### config.mk
export PLATFORM = sky130hd
export DESIGN_NAME = oprs_core
export DESIGN_NICKNAME = d
export VERILOG_FILES = /design/src/verilog/oprs_sync2.v /design/src/verilog/oprs_core.v
export VERILOG_INCLUDE_DIRS = /design/src /design/src/verilog
export SDC_FILE = /design/constraint.sdc
export NUM_CORES = 1
export LEC_CHECK = 0
export BUFFER_PORTS_ARGS = -buffer_cell sky130_fd_sc_hd__buf_2
export CAP_MARGIN = 5
export CORE_AREA = 10 10 84 122
export CTS_BUF_LIST = sky130_fd_sc_hd__clkbuf_2 sky130_fd_sc_hd__clkbuf_4 sky130_fd_sc_hd__clkbuf_8
export CTS_CLUSTER_DIAMETER = 50
export DETAILED_ROUTE_END_ITERATION = 16
export DIE_AREA = 0 0 94 132
export HOLD_SLACK_MARGIN = 0.02
export PLACE_DENSITY_LB_ADDON = 0.08
export SLEW_MARGIN = 5
export SYNTH_ARGS = -nofsm -noshare
export SYNTH_HDL_FRONTEND = slang
export SYNTH_HIERARCHICAL = 1
export SYNTH_SLANG_ARGS = --single-unit
### constraint.sdc
create_clock -name ref_clk_i -period 2.05 [get_ports ref_clk_i]
set_input_delay 0.1025 -clock ref_clk_i [delete_from_list [all_inputs] [get_ports ref_clk_i]]
set_output_delay 0.1025 -clock ref_clk_i [all_outputs]
set_load 0.005 [all_outputs]
### src/verilog/oprs_map.vh
// Address map, reset values and timing constants of the display reset and status block
`ifndef OPRS_MAP_VH
`define OPRS_MAP_VH
`define OPRS_ADDR_CTRL 8'h00
`define OPRS_ADDR_MODE 8'h04
`define OPRS_ADDR_MAP 8'h08
`define OPRS_ADDR_START 8'h0C
`define OPRS_ADDR_COL 8'h10
`define OPRS_ADDR_CONTRAST 8'h14
`define OPRS_ADDR_STATUS 8'h18
`define OPRS_ADDR_FRAME_DIV 8'h1C
`define OPRS_SEL_CTRL 0
`define OPRS_SEL_MODE 1
`define OPRS_SEL_MAP 2
`define OPRS_SEL_START 3
`define OPRS_SEL_COL 4
`define OPRS_SEL_CONTRAST 5
`define OPRS_SEL_STATUS 6
`define OPRS_SEL_FRAME_DIV 7
`define OPRS_STATUS_INIT_BIT 0
`define OPRS_STATUS_FRAME_BIT 1
`define OPRS_MODE_MSB 1
`define OPRS_MAP_MSB 2
`define OPRS_LINE_MSB 6
`define OPRS_CONTRAST_MSB 7
`define OPRS_DIV_MSB 15
`define OPRS_CTRL_DISP_ON_BIT 0
`define OPRS_CTRL_SOFT_INIT_BIT 1
`define OPRS_MAP_SEG_REMAP_BIT 0
`define OPRS_MAP_COM_REMAP_BIT 1
`define OPRS_MAP_COM_REV_BIT 2
`define OPRS_MODE_480X128 2'h0
`define OPRS_MAP_RST 3'h0
`define OPRS_START_RST 7'h00
`define OPRS_COL_RST 7'h00
`define OPRS_CONTRAST_RST 8'h7F
`define OPRS_FRAME_DIV_RST 16'h0FA0
`define OPRS_HTRANS_NONSEQ_BIT 1
`define OPRS_HSIZE_WORD 3'h2
`endif

### src/verilog/oprs_sync2.v
// Two flip-flop synchroniser for the reset pin
`timescale 1ns/100ps
module oprs_sync2 (
	input wire ref_clk_i,
	input wire sys_rst_i,
	input wire async_i,
	output reg sync_o
);
	reg meta_reg;
	always @(posedge ref_clk_i) begin
		if (sys_rst_i) begin
			meta_reg <= 1'b0;
			sync_o <= 1'b0;
		end else begin
			meta_reg <= async_i;
			sync_o <= meta_reg;
		end
	end
endmodule

### src/verilog/oprs_core.v
// Reset defaults, display state and frame-rate output of the display controller
`timescale 1ns/100ps
`include "oprs_map.vh"
module oprs_core (
	input wire ref_clk_i,
	input wire sys_rst_i,
	input wire hard_init_low_i,
	input wire hsel_i,
	input wire [7:0] haddr_i,
	input wire [1:0] htrans_i,
	input wire hwrite_i,
	input wire [2:0] hsize_i,
	input wire [31:0] hwdata_i,
	input wire hready_i,
	output reg [31:0] hrdata_o,
	output reg hreadyout_o,
	output reg hresp_o,
	output reg display_on_o,
	output reg [1:0] disp_mode_o,
	output reg [2:0] addr_map_o,
	output reg [6:0] start_line_o,
	output reg [6:0] col_addr_o,
	output reg [7:0] contrast_o,
	output reg frame_rate_pulse_out_o
);
	wire init_sync;
	wire hold_init;
	wire take;
	wire word_size;
	wire [7:0] rd_sel;
	wire [7:0] wr_sel;
	wire soft_init_next;
	wire frame_run;
	reg wr_pend_reg;
	reg [7:0] wr_addr_reg;
	reg soft_init_reg;
	reg [15:0] frame_div_reg;
	reg [15:0] frame_cnt_reg;
	reg [15:0] frame_cnt_next;
	reg frame_toggle;
	reg [31:0] rd_next;
	reg display_on_next;
	reg [1:0] disp_mode_next;
	reg [2:0] addr_map_next;
	reg [6:0] start_line_next;
	reg [6:0] col_addr_next;
	reg [7:0] contrast_next;

	// One-hot register select, shared by the read mux and the write path
	function [7:0] decode;
		input [7:0] addr;
		begin
			decode = 8'h00;
			if (addr == `OPRS_ADDR_CTRL) begin
				decode[`OPRS_SEL_CTRL] = 1'b1;
			end else if (addr == `OPRS_ADDR_MODE) begin
				decode[`OPRS_SEL_MODE] = 1'b1;
			end else if (addr == `OPRS_ADDR_MAP) begin
				decode[`OPRS_SEL_MAP] = 1'b1;
			end else if (addr == `OPRS_ADDR_START) begin
				decode[`OPRS_SEL_START] = 1'b1;
			end else if (addr == `OPRS_ADDR_COL) begin
				decode[`OPRS_SEL_COL] = 1'b1;
			end else if (addr == `OPRS_ADDR_CONTRAST) begin
				decode[`OPRS_SEL_CONTRAST] = 1'b1;
			end else if (addr == `OPRS_ADDR_STATUS) begin
				decode[`OPRS_SEL_STATUS] = 1'b1;
			end else if (addr == `OPRS_ADDR_FRAME_DIV) begin
				decode[`OPRS_SEL_FRAME_DIV] = 1'b1;
			end
		end
	endfunction

	// The pin is asynchronous to the bus clock, so only the second stage is read
	oprs_sync2 u_sync (
		.ref_clk_i(ref_clk_i),
		.sys_rst_i(sys_rst_i),
		.async_i(hard_init_low_i),
		.sync_o(init_sync)
	);

	// Pin low (synchronised) or a soft init both hold the defaults
	assign hold_init = ~init_sync | soft_init_reg;
	assign take = hsel_i & hready_i & htrans_i[`OPRS_HTRANS_NONSEQ_BIT];
	// Sub-word writes are dropped rather than merged into a register
	assign word_size = (hsize_i == `OPRS_HSIZE_WORD);
	assign rd_sel = decode(haddr_i);
	assign wr_sel = wr_pend_reg ? decode(wr_addr_reg) : 8'h00;
	assign soft_init_next = wr_sel[`OPRS_SEL_CTRL] & hwdata_i[`OPRS_CTRL_SOFT_INIT_BIT];
	assign frame_run = display_on_o & ~hold_init;

	// Read mux; unused upper bits read as zero
	always @* begin
		rd_next = 32'h0000_0000;
		if (rd_sel[`OPRS_SEL_CTRL]) begin
			rd_next[`OPRS_CTRL_DISP_ON_BIT] = display_on_o;
			rd_next[`OPRS_CTRL_SOFT_INIT_BIT] = soft_init_reg;
		end else if (rd_sel[`OPRS_SEL_MODE]) begin
			rd_next[`OPRS_MODE_MSB:0] = disp_mode_o;
		end else if (rd_sel[`OPRS_SEL_MAP]) begin
			rd_next[`OPRS_MAP_MSB:0] = addr_map_o;
		end else if (rd_sel[`OPRS_SEL_START]) begin
			rd_next[`OPRS_LINE_MSB:0] = start_line_o;
		end else if (rd_sel[`OPRS_SEL_COL]) begin
			rd_next[`OPRS_LINE_MSB:0] = col_addr_o;
		end else if (rd_sel[`OPRS_SEL_CONTRAST]) begin
			rd_next[`OPRS_CONTRAST_MSB:0] = contrast_o;
		end else if (rd_sel[`OPRS_SEL_STATUS]) begin
			rd_next[`OPRS_STATUS_INIT_BIT] = init_sync;
			rd_next[`OPRS_STATUS_FRAME_BIT] = frame_rate_pulse_out_o;
		end else if (rd_sel[`OPRS_SEL_FRAME_DIV]) begin
			rd_next[`OPRS_DIV_MSB:0] = frame_div_reg;
		end
	end

	// Bus slave: zero wait states, always OKAY, unmapped reads give zero
	always @(posedge ref_clk_i) begin
		if (sys_rst_i) begin
			wr_pend_reg <= 1'b0;
			wr_addr_reg <= 8'h00;
			hrdata_o <= 32'h0000_0000;
			hreadyout_o <= 1'b1;
			hresp_o <= 1'b0;
		end else begin
			wr_pend_reg <= take & hwrite_i & word_size;
			if (take) begin
				wr_addr_reg <= haddr_i;
			end
			if (take & ~hwrite_i) begin
				hrdata_o <= rd_next;
			end
			hreadyout_o <= 1'b1;
			hresp_o <= 1'b0;
		end
	end

	// Write data stands in the data phase, one cycle after the address
	always @* begin
		display_on_next = display_on_o;
		disp_mode_next = disp_mode_o;
		addr_map_next = addr_map_o;
		start_line_next = start_line_o;
		col_addr_next = col_addr_o;
		contrast_next = contrast_o;
		if (wr_sel[`OPRS_SEL_CTRL]) begin
			display_on_next = hwdata_i[`OPRS_CTRL_DISP_ON_BIT];
		end
		if (wr_sel[`OPRS_SEL_MODE]) begin
			disp_mode_next = hwdata_i[`OPRS_MODE_MSB:0];
		end
		if (wr_sel[`OPRS_SEL_MAP]) begin
			addr_map_next = hwdata_i[`OPRS_MAP_MSB:0];
		end
		if (wr_sel[`OPRS_SEL_START]) begin
			start_line_next = hwdata_i[`OPRS_LINE_MSB:0];
		end
		if (wr_sel[`OPRS_SEL_COL]) begin
			col_addr_next = hwdata_i[`OPRS_LINE_MSB:0];
		end
		if (wr_sel[`OPRS_SEL_CONTRAST]) begin
			contrast_next = hwdata_i[`OPRS_CONTRAST_MSB:0];
		end
	end

	// Display state; defaults win while init is held, so writes then are dropped
	always @(posedge ref_clk_i) begin
		if (sys_rst_i | hold_init) begin
			display_on_o <= 1'b0;
			disp_mode_o <= `OPRS_MODE_480X128;
			addr_map_o <= `OPRS_MAP_RST;
			start_line_o <= `OPRS_START_RST;
			col_addr_o <= `OPRS_COL_RST;
			contrast_o <= `OPRS_CONTRAST_RST;
		end else begin
			display_on_o <= display_on_next;
			disp_mode_o <= disp_mode_next;
			addr_map_o <= addr_map_next;
			start_line_o <= start_line_next;
			col_addr_o <= col_addr_next;
			contrast_o <= contrast_next;
		end
	end

	// Soft init is a self-clearing one-cycle hold; divider is not reset by init
	always @(posedge ref_clk_i) begin
		if (sys_rst_i) begin
			soft_init_reg <= 1'b0;
			frame_div_reg <= `OPRS_FRAME_DIV_RST;
		end else begin
			soft_init_reg <= soft_init_next;
			if (wr_sel[`OPRS_SEL_FRAME_DIV]) begin
				frame_div_reg <= hwdata_i[`OPRS_DIV_MSB:0];
			end
		end
	end

	// Compare with >= so a divider lowered below the running count restarts at once
	always @* begin
		frame_cnt_next = frame_cnt_reg + 16'h0001;
		frame_toggle = 1'b0;
		if (frame_cnt_reg >= frame_div_reg) begin
			frame_cnt_next = 16'h0000;
			frame_toggle = 1'b1;
		end
	end

	// Frame trigger toggles each divider period while the display is driven
	always @(posedge ref_clk_i) begin
		if (sys_rst_i | ~frame_run) begin
			frame_cnt_reg <= 16'h0000;
			frame_rate_pulse_out_o <= 1'b0;
		end else begin
			frame_cnt_reg <= frame_cnt_next;
			if (frame_toggle) begin
				frame_rate_pulse_out_o <= ~frame_rate_pulse_out_o;
			end
		end
	end
endmodule

==> results of run 1 <==
## layout make-up
| type | count | share of cell area, % |
|---|---|---|
| multi-input combinational | 335 | 42.68 |
| sequential | 89 | 34.63 |
| timing repair buffer | 117 | 14.40 |
| clock buffer | 10 | 2.554 |
| tap | 105 | 2.554 |
| clock inverter | 6 | 1.800 |
| inverter | 19 | 1.386 |
## stage by stage
| stage | std cells | utilization (%) | setup slack (ns) | cell area (µm²) |
|---|---|---|---|---|
| floorplan | 485 | - | 0.2447 | 4272 |
| global placement | 642 | 58.42 | 0.07450 | 4678 |
| detailed placement | 642 | 58.42 | -0.003977 | 4678 |
| CTS | 681 | 64.11 | 0.07396 | 5134 |
| global route | 681 | 64.25 | 0.004348 | 5145 |
| finish | 681 | 64.25 | 0.1584 | 5145 |
## per-layer routing
layer | vias to the layer above | GRT usage, % | wire length (µm)
met5 | - | 0 | 0
met4 | 0 | 7.373 | 348
met3 | 23 | 4.960 | 454
met2 | 89 | 34.59 | 6252
met1 | 1702 | 19.97 | 4454
li1 | 1807 | - | -
## critical path: stages (launching register included)
cell     delay (ns)
dfxtp_1        0.37
inv_1          0.06
ha_1           0.30
a211o_1        0.29
a31oi_1        0.19
o31ai_1        0.12
o21a_4         0.28
nor3_1         0.20
## cell families after synthesis
group	count (synthesis)	share of synthesized area, %
AOI/OAI and AO/OA	69	10.93
adders and majority gates	17	5.050
buffers and inverters	61	7.427
DFF	89	42.31
and+or+nand+nor	177	20.89
muxes	40	10.31
xor gates and xnor gates	14	2.912
other	2	0.1783
## Yosys cell counts (4+ instances only)
cell type	n
nor3_1	20
xor2_1	7
nor2_1	41
inv_1	19
nor2b_1	4
ha_1	17
mux2_2	6
o211ai_1	7
a22oi_1	7
a22o_1	8
a31oi_1	5
buf_4	18
dfxtp_1	89
xnor2_1	7
buf_2	13
nand3_1	12
clkbuf_1	9
nand4_1	8
o21ai_0	6
nand2_1	62
a21oi_1	24
mux2i_1	31
## where the power goes
| group | total [µW] | internal [µW] | switching [µW] | leakage, µW |
|---|---|---|---|---|
| Sequential | 1740 | 1730 | 7.18 | 0.000718 |
| Clock | 1360 | 704 | 652 | 0.000106 |
| Combinational | 196 | 88.4 | 107 | 0.00142 |
| Total | 3290 | 2530 | 766 | 0.00225 |
## what timing repair did
item,4_1_cts,5_1_grt
endpoints found under the setup margin,6,15
hold endpoints to repair,28,0
gates resized for setup,1,2
hold buffers,23,0
pin swaps,0,1
## how the worst max path moves through the flow
stage	start	end	slack (ns)
floorplan	frame_div_reg[2]	frame_cnt_reg[10]	0.24
global placement	frame_div_reg[2]	frame_cnt_reg[1]	0.07
detailed placement	frame_div_reg[2]	frame_cnt_reg[15]	-0.004
CTS	frame_div_reg[2]	frame_cnt_reg[15]	0.07
global route	frame_div_reg[2]	frame_cnt_reg[15]	0.004
finish	frame_div_reg[2]	frame_cnt_reg[15]	0.16
## cell usage in the layout, fill, tap and decap left out, types with 8 or more instances in the layout
master	count
conb_1	18
buf_2	78
nor2_1	41
inv_1	19
dlygate4sd3_1	23
buf_4	16
clkbuf_8	9
nand4_1	8
nor3_1	19
nand3_1	12
a22o_1	8
ha_1	17
mux2i_1	31
a21oi_1	24
nand2_1	62
dfxtp_1	89
==> impl_metrics.toml, run 1 <==
[run_status]
status = "finished clean"

[finish]
seq_area_mm2 = 0.001782
num-nets-final = 639
antennaDiodeCount = 0
n_fill_cell = 725
area_growth_syn_to_layout_pct = 22.16
drive_gt1_share_pct = 22.05
multi_input_area_mm2 = 0.002196

[setup_path]
reg2reg_depth = 7
cp.arrival_ns = 2.19
r2r-end = "frame_cnt_reg[15]"
cp-end-kind = "flip-flop"
worstPathRequired_ns = 2.35
cp_max_fo = 16
start_kind = "flip-flop"
reg2reg_slack_ns = 0.16
criticalPathCategory = "flip-flop to flip-flop"
timing.rr.start = "frame_div_reg[2]"

[synthesis]
yosys_register_bits = 89
synth_area_per_cell_um2 = 8.980
seq_area_frac_synth_pct = 42.31
synth_cell_types = 50
synthTopCellsByArea = "dfxtp_1 42%, mux2i_1 7.4%, nand2_1 5.5%"
syn-cell-area_mm2 = 0.004212
syn_inst = 469
synth_edf_count = 0
yosysTopAreaCell = "dfxtp_1"
synth_ff_type = "dfxtp_1"
synthArstFlopShare_pct = 0
synth_top_area_share_pct = 42.31
ys_warn_count = 6

[hold_path]
hold_path_class = "input pin to flip-flop"
holdPathStages = 3
min_from = "hwdata_i[0]"
min_to = "contrast_o[0]"

[job]
cap_violations = 0

[power_and_ir_drop]
vdd_drop_max_v = 0.0004920
total_leakage_power_uw = 0.002247
finalPower_uw = 3293
powerDensity_mw_per_mm2 = 640.1

[sta]
final-setup-viol-count = 0
whs_ns = 0.04451
period_share_pct = 92.27
worst_pin_slew_ns = 0.7365
max_slew_margin_pct = 50.78
hold_viol_final = 0
fmax_ghz = 0.5287
rsz0062_at_grt = "no"
finalSetupTns_ns = 0
period_needed_ns = 1.892
fin_skew_ns = 0.009461
slew_viol_final = 0

[global_routing]
grt_pass1_vias = 3826
grt_max_degree = 23
antenna_found_initial = 0
grtUsageTotal_pct = 19.08
grt_overflow = 0
grt_pass1_wl_mm = 18.98

[cts]
clock-sinks = 89
path_clk_slew_ns = 0.09
cts-root-buf = "clkbuf_8"
numCtsBuffers = 9
cts.path.max_buffers = 2
h-tree-depth = 3
clkLatencyLatePin_ns = 0.37
cts_tree = "built"
postCtsSetupRepairBufs = 0

[routing]
drt_iter0_drc = 158
viasPerCell = 5.317
wirelength_mm = 11.51
vias = 3621
wl_per_cell_um = 16.90
drc = 0
ant_nets = 0
first_pass_iters = 4

[place]
io_buffers = 78
routabilityCongestion = 0.8289
dp_hpwl_mm = 8.756

[floorplanning]
core_region_area_mm2 = 0.008008
initial_utilization_pct = 52.59
top_level_ports = 114
fp.dieW_um = 94
dieHeight_um = 132
dieArea_mm2 = 0.01241
rows = 40
(Power assumes the default switching activity.)
==> run 2: changes to the inputs <==
- CORE_AREA: 10 10 84 122 -> 10 10 90 131
- DIE_AREA: 0 0 94 132 -> 0 0 100 141
==> run 2 against run 1 <==
Compared with the run above:
- critical endpoint is now frame_cnt_reg[3]
- combinational power hardly changed
- cell area rose by 0.44%
- sequential share of layout area down 0.15 points
- clock skew is essentially flat
- non-clock buffer count is 2 higher
- critical path type unchanged
- power decreased by 3.5%
- via count is essentially flat
- die area is 14% higher
- critical path depth stayed put
- largest power group unchanged
- global-route usage fell by 1.9 points
- utilization shrank 10 points
- worst hold slack improved by 0.0020 ns
==> impl_metrics.toml, run 2 (synthesis gave the netlist of run 1 again) <==
[sta]
whs_ns = 0.04655
period_share_pct = 94.81
fmax_ghz = 0.5145
max_slew_margin_pct = 51.73
worst_pin_slew_ns = 0.7222
fin_ws_ns = 0.1065
final-setup-viol-count = 0
fin_skew_ns = 0.009795
hold_viol_final = 0
slew_viol_final = 0
period_needed_ns = 1.944

[global_routing]
antenna_found_initial = 0
grtUsageTotal_pct = 17.16
grt_pass1_wl_mm = 19.52
grt_pass1_vias = 3823
use_met2_pct = 31.19
grt_busiest_layer = "met2"
grt_use_met3_pct = 3.278
use_met1_pct = 18.34
grt_max_degree = 23
grt_overflow = 0

[cts]
numCtsBuffers = 9
cts-root-buf = "clkbuf_8"
h-tree-depth = 3
postCtsSetupRepairBufs = 0
cts_tree = "built"
clock-sinks = 89
path_clk_slew_ns = 0.09
cts.path.max_buffers = 2
clkLatencyLatePin_ns = 0.37

[finish]
final_common_cell = "dfxtp_1"
post-route-util_pct = 54.26
drive_gt1_share_pct = 22.80
layoutNonFillerInstCount = 694
num-nets-final = 642
antennaDiodeCount = 0
final_cell_mix = "89 x dfxtp_1, 78 x buf_2, 62 x nand2_1, 41 x nor2_1, 31 x mux2i_1"
area_growth_syn_to_layout_pct = 22.70

[setup_path]
start_kind = "flip-flop"
reg2reg_depth = 7
slowest_delay_ns = 0.37
reg2reg_slack_ns = 0.11
startpoint = "frame_div_reg[2]"
timing.rr.start = "frame_div_reg[2]"
path_cells = "inv_1, ha_1, a211o_1, a31oi_2, o31ai_2, o21a_2, nor3_1"
cp.arrival_ns = 2.24
crit_slowest_cell = "dfxtp_1"
cp_max_fo = 8
worstPathRequired_ns = 2.35
r2r-end = "frame_cnt_reg[3]"
cp-end-kind = "flip-flop"
criticalPathCategory = "flip-flop to flip-flop"

[floorplanning]
top_level_ports = 114
dieArea_mm2 = 0.01410
rows = 44
initial_utilization_pct = 44.22
core_region_area_mm2 = 0.009524
dieHeight_um = 141
fp.dieW_um = 100

[hold_path]
min_to = "frame_div_reg[1]"
hold_path_class = "input pin to flip-flop"
holdPathStages = 3
min_from = "hwdata_i[1]"

[power_and_ir_drop]
vdd_drop_max_v = 0.0004135
total_leakage_power_uw = 0.002254
powerDensity_mw_per_mm2 = 615.1

[routing]
ant_nets = 0
wirelength_mm = 12.10
viasPerCell = 5.222
vias = 3624
drt_iter0_drc = 159
drc = 0
first_pass_iters = 4
wl_per_cell_um = 17.43

[place]
routabilityCongestion = 0.7974
io_buffers = 78
dpl_worst_slack_ns = 0.009256
dp_hpwl_mm = 9.106
dp_cells = 654

[job]
cap_violations = 0

[run_status]
status = "finished clean"
==> run 2: worst max-delay path by stage <==
stage | endpoint | slack [ns]
floorplan | frame_cnt_reg[10] | 0.24
global placement | frame_cnt_reg[1] | 0.04
detailed placement | frame_cnt_reg[1] | 0.009
CTS | frame_cnt_reg[15] | 0.09
global route | frame_cnt_reg[3] | -0.0006
finish | frame_cnt_reg[3] | 0.11
==> run 2: power by group <==
| part | internal [µW] | leakage (µW) | switching [µW] |
|---|---|---|---|
| clock | 581 | 0.0000963 | 656 |
| sequential | 1730 | 0.000718 | 7.40 |
| combinational | 90.4 | 0.00144 | 109 |
==> run 2: critical path, delay by kind of cell (launching register included) <==
kind / cells / cell delay [ns]
AND/OR/NAND/NOR: 1 / 0.19
adder cells (fa/ha/maj): 1 / 0.32
buffers and inverters: 1 / 0.06
flip-flops: 1 / 0.37
AO/OA/AOI/OAI: 4 / 0.94
==> run 2: repair_timing <==
action | 4_1_cts | 5_1_grt
pin swaps | 0 | 1
hold buffers | 23 | 0
setup endpoints to repair | 9 | 16
endpoints found under the hold margin | 28 | 0
cloned | 0 | 1
resized for setup | 1 | 4
==> run 2: metal layers <==
metal / vias to the layer above / share of wire (%)
met4: 0 / 2.7
met2: 69 / 54
met5: - / 0
li1: 1820 / -
met1: 1712 / 40
met3: 23 / 3.7
==> run 2: cell type report <==
class | instances | area (µm²)
Timing Repair Buffer | 119 | 755.7
Inverter | 19 | 71.32
Fill cell | 918 | 4357
Multi-Input combinational cell | 336 | 2216
Clock inverter | 6 | 67.56
Tap cell | 115 | 143.9
Clock buffer | 10 | 131.4
Sequential cell | 89 | 1782
==> run 2: through the flow <==
stage / cell area [µm²] / total power, µW / setup TNS, ns
final: 5167 / 3178 / 0
after global routing: 5167 / 3295 / -0.0006228
after CTS: 5136 / 3211 / 0
after detailed placement: 4706 / 1949 / 0
after global placement: 4706 / 1947 / 0
after floorplan: 4272 / 1893 / 0
==> run 3: changes to the inputs <==
- clock period: 2.05 -> 1.9 ns (I/O delays scaled with it)
==> run 3 against run 2 <==
Compared with the run above:
- sequential power up 8%
- non-clock buffer count increased by 16
- worst hold slack better by 0.028 ns
- sequential cell count did not move
- final cell count up 2.2%
- critical path type unchanged
==> impl_metrics.toml, run 3 (synthesis gave the netlist of run 1 again) <==
[power_and_ir_drop]
swShare_pct = 22.78
p_clk_share_pct = 45.8
p_comb_share_pct = 5.6
p_int_uw = 2993
vdd_drop_max_v = 0.0005943
total_leakage_power_uw = 0.002377
finalPower_uw = 3875
p_switching_uw = 882.6
powerDensity_mw_per_mm2 = 710.2
seqPwrFrac_pct = 48.5

[setup_path]
worst-path-buf-inv = 2
start_kind = "flip-flop"
cp_max_fo = 8
path_cells = "inv_1, ha_1, a21oi_2, and2_1, nand2_1, o21a_2, clkbuf_16, nor3b_1"
cp_top_family = "compound AO/OA/AOI/OAI gates"
crit_slowest_cell = "dfxtp_1"
criticalPathCategory = "flip-flop to flip-flop"
cp-end-kind = "flip-flop"
worstPathRequired_ns = 2.21
cp.arrival_ns = 2.15
slowest_delay_ns = 0.35

[global_routing]
antenna_found_initial = 0
grtUsageTotal_pct = 17.11
grt_overflow = 0
grt_pass1_wl_mm = 19.26
grt_pass1_vias = 3790
grt_max_degree = 21

[finish]
layoutNonFillerInstCount = 709
num-nets-final = 657
postLayoutCellArea_mm2 = 0.005456
final_common_cell = "dfxtp_1"
antennaDiodeCount = 0
area_growth_syn_to_layout_pct = 29.56
drive_gt1_share_pct = 27.78
final_cell_mix = "83 x dfxtp_1, 78 x buf_2, 62 x nand2_1, 41 x nor2_1"

[routing]
ant_nets = 0
viasPerCell = 5.207
drt_iter0_drc = 159
wl_met1_mm = 4.770
wl_met2_mm = 6.641
top_layer_used = "met4"
wl_per_cell_um = 17.29
drc = 0
first_pass_iters = 5
vias = 3692
met3WireLength_um = 543
wirelength_mm = 12.26

[place]
placed_area_mm2 = 0.004816
routabilityCongestion = 0.8031
io_buffers = 78
dp_cells = 667
dp_hpwl_mm = 9.214

[sta]
worst_pin_slew_ns = 0.6314
final-setup-viol-count = 0
finalSetupTns_ns = 0
period_share_pct = 96.64
fin_skew_ns = 0.009513
fmax_ghz = 0.5446
max_slew_margin_pct = 57.75
period_needed_ns = 1.836
rsz0062_at_grt = "yes"
hold_viol_final = 0
slew_viol_final = 0

[floorplanning]
dieArea_mm2 = 0.01410
top_level_ports = 114
dieHeight_um = 141
rows = 44
fp.dieW_um = 100
initial_utilization_pct = 44.22
core_region_area_mm2 = 0.009524

[hold_path]
hold_path_class = "input pin to flip-flop"

[job]
cap_violations = 0

[cts]
cts.path.max_buffers = 2
path_clk_slew_ns = 0.10
h-tree-depth = 3
cts_tree = "built"
cts-root-buf = "clkbuf_8"
numCtsBuffers = 9
clkLatencyLatePin_ns = 0.39
clock-sinks = 89

[run_status]
status = "finished clean"
==> run 3: cell types whose count changed in the layout (fill, tap and decap cells not counted), sizes merged <==
cell,change
clkinv,-2
bufinv,+3
buf,+14
o21a,-1
inv,+2
clkinvlp,-2
dlygate4sd3,+1
==> run 3: worst reg2reg max path: cells and delay by family (launching register included) <==
| family | cells | cell delay [ns] |
|---|---|---|
| AO/OA/AOI/OAI | 2 | 0.42 |
| AND/OR/NAND/NOR | 3 | 0.39 |
| flip-flops | 1 | 0.35 |
| adder cells (fa/ha/maj) | 1 | 0.35 |
| buffers and inverters | 2 | 0.25 |
==> run 3: worst paths after layout <==
path                      from                to  slack, ns  depth (start not counted)
min reg2reg    u_sync/meta_reg     u_sync/sync_o       0.44                          1
max          frame_div_reg[11]  frame_cnt_reg[1]       0.06                          8
min                  sys_rst_i     u_sync/sync_o       0.07                          2
max reg2reg  frame_div_reg[11]  frame_cnt_reg[1]       0.06                          8
==> run 3: power by group through the flow <==
stage / sequential [µW] / combinational (µW) / clock (µW)
4_1_cts: 1880 / 217 / 1800
3_3_place_gp: 1920 / 179 / 0
3_5_place_dp: 1920 / 179 / 0
2_1_floorplan: 1920 / 124 / 0
6_report: 1880 / 219 / 1780
5_1_grt: 1880 / 239 / 1860
==> run 3: area by class of cell <==
| cell class | count | area (µm²) |
|---|---|---|
| well taps | 115 | 143.9 |
| flip-flops and latches | 89 | 1789 |
| clock buffers | 9 | 123.9 |
| multi-input cells | 335 | 2273 |
| repair buffers | 135 | 908.4 |
| fillers | 912 | 4068 |
| inverters | 19 | 71.32 |
| clock inverters | 7 | 146.4 |
==> run 3: per-stage QoR <==
step	setup slack [ns]	util, %	hold WS, ns
2_1_floorplan	0.09472	-	0.1666
3_3_place_gp	0.05577	50.56	0.2732
3_5_place_dp	0.005006	50.56	0.2694
4_1_cts	0.002001	55.92	0.07824
5_1_grt	-0.01695	57.29	0.08416
6_report	0.06383	57.29	0.07422
==> run 3: timing repair <==
action | 4_1_cts | 5_1_grt
pin swaps | 1 | 10
hold buffers | 24 | 0
buffers inserted | 0 | 1
endpoints found under the setup margin | 1 | 18
gates resized for setup | 0 | 25
endpoints found under the hold margin | 34 | 0
cloned | 0 | 1
==> run 3: per-layer routing <==
layer | GRT usage [%] | vias up
met1 | 17.86 | 1745
met4 | 7.463 | 0
met5 | 0 | -
li1 | - | 1848
met2 | 31.16 | 77
met3 | 4.256 | 22
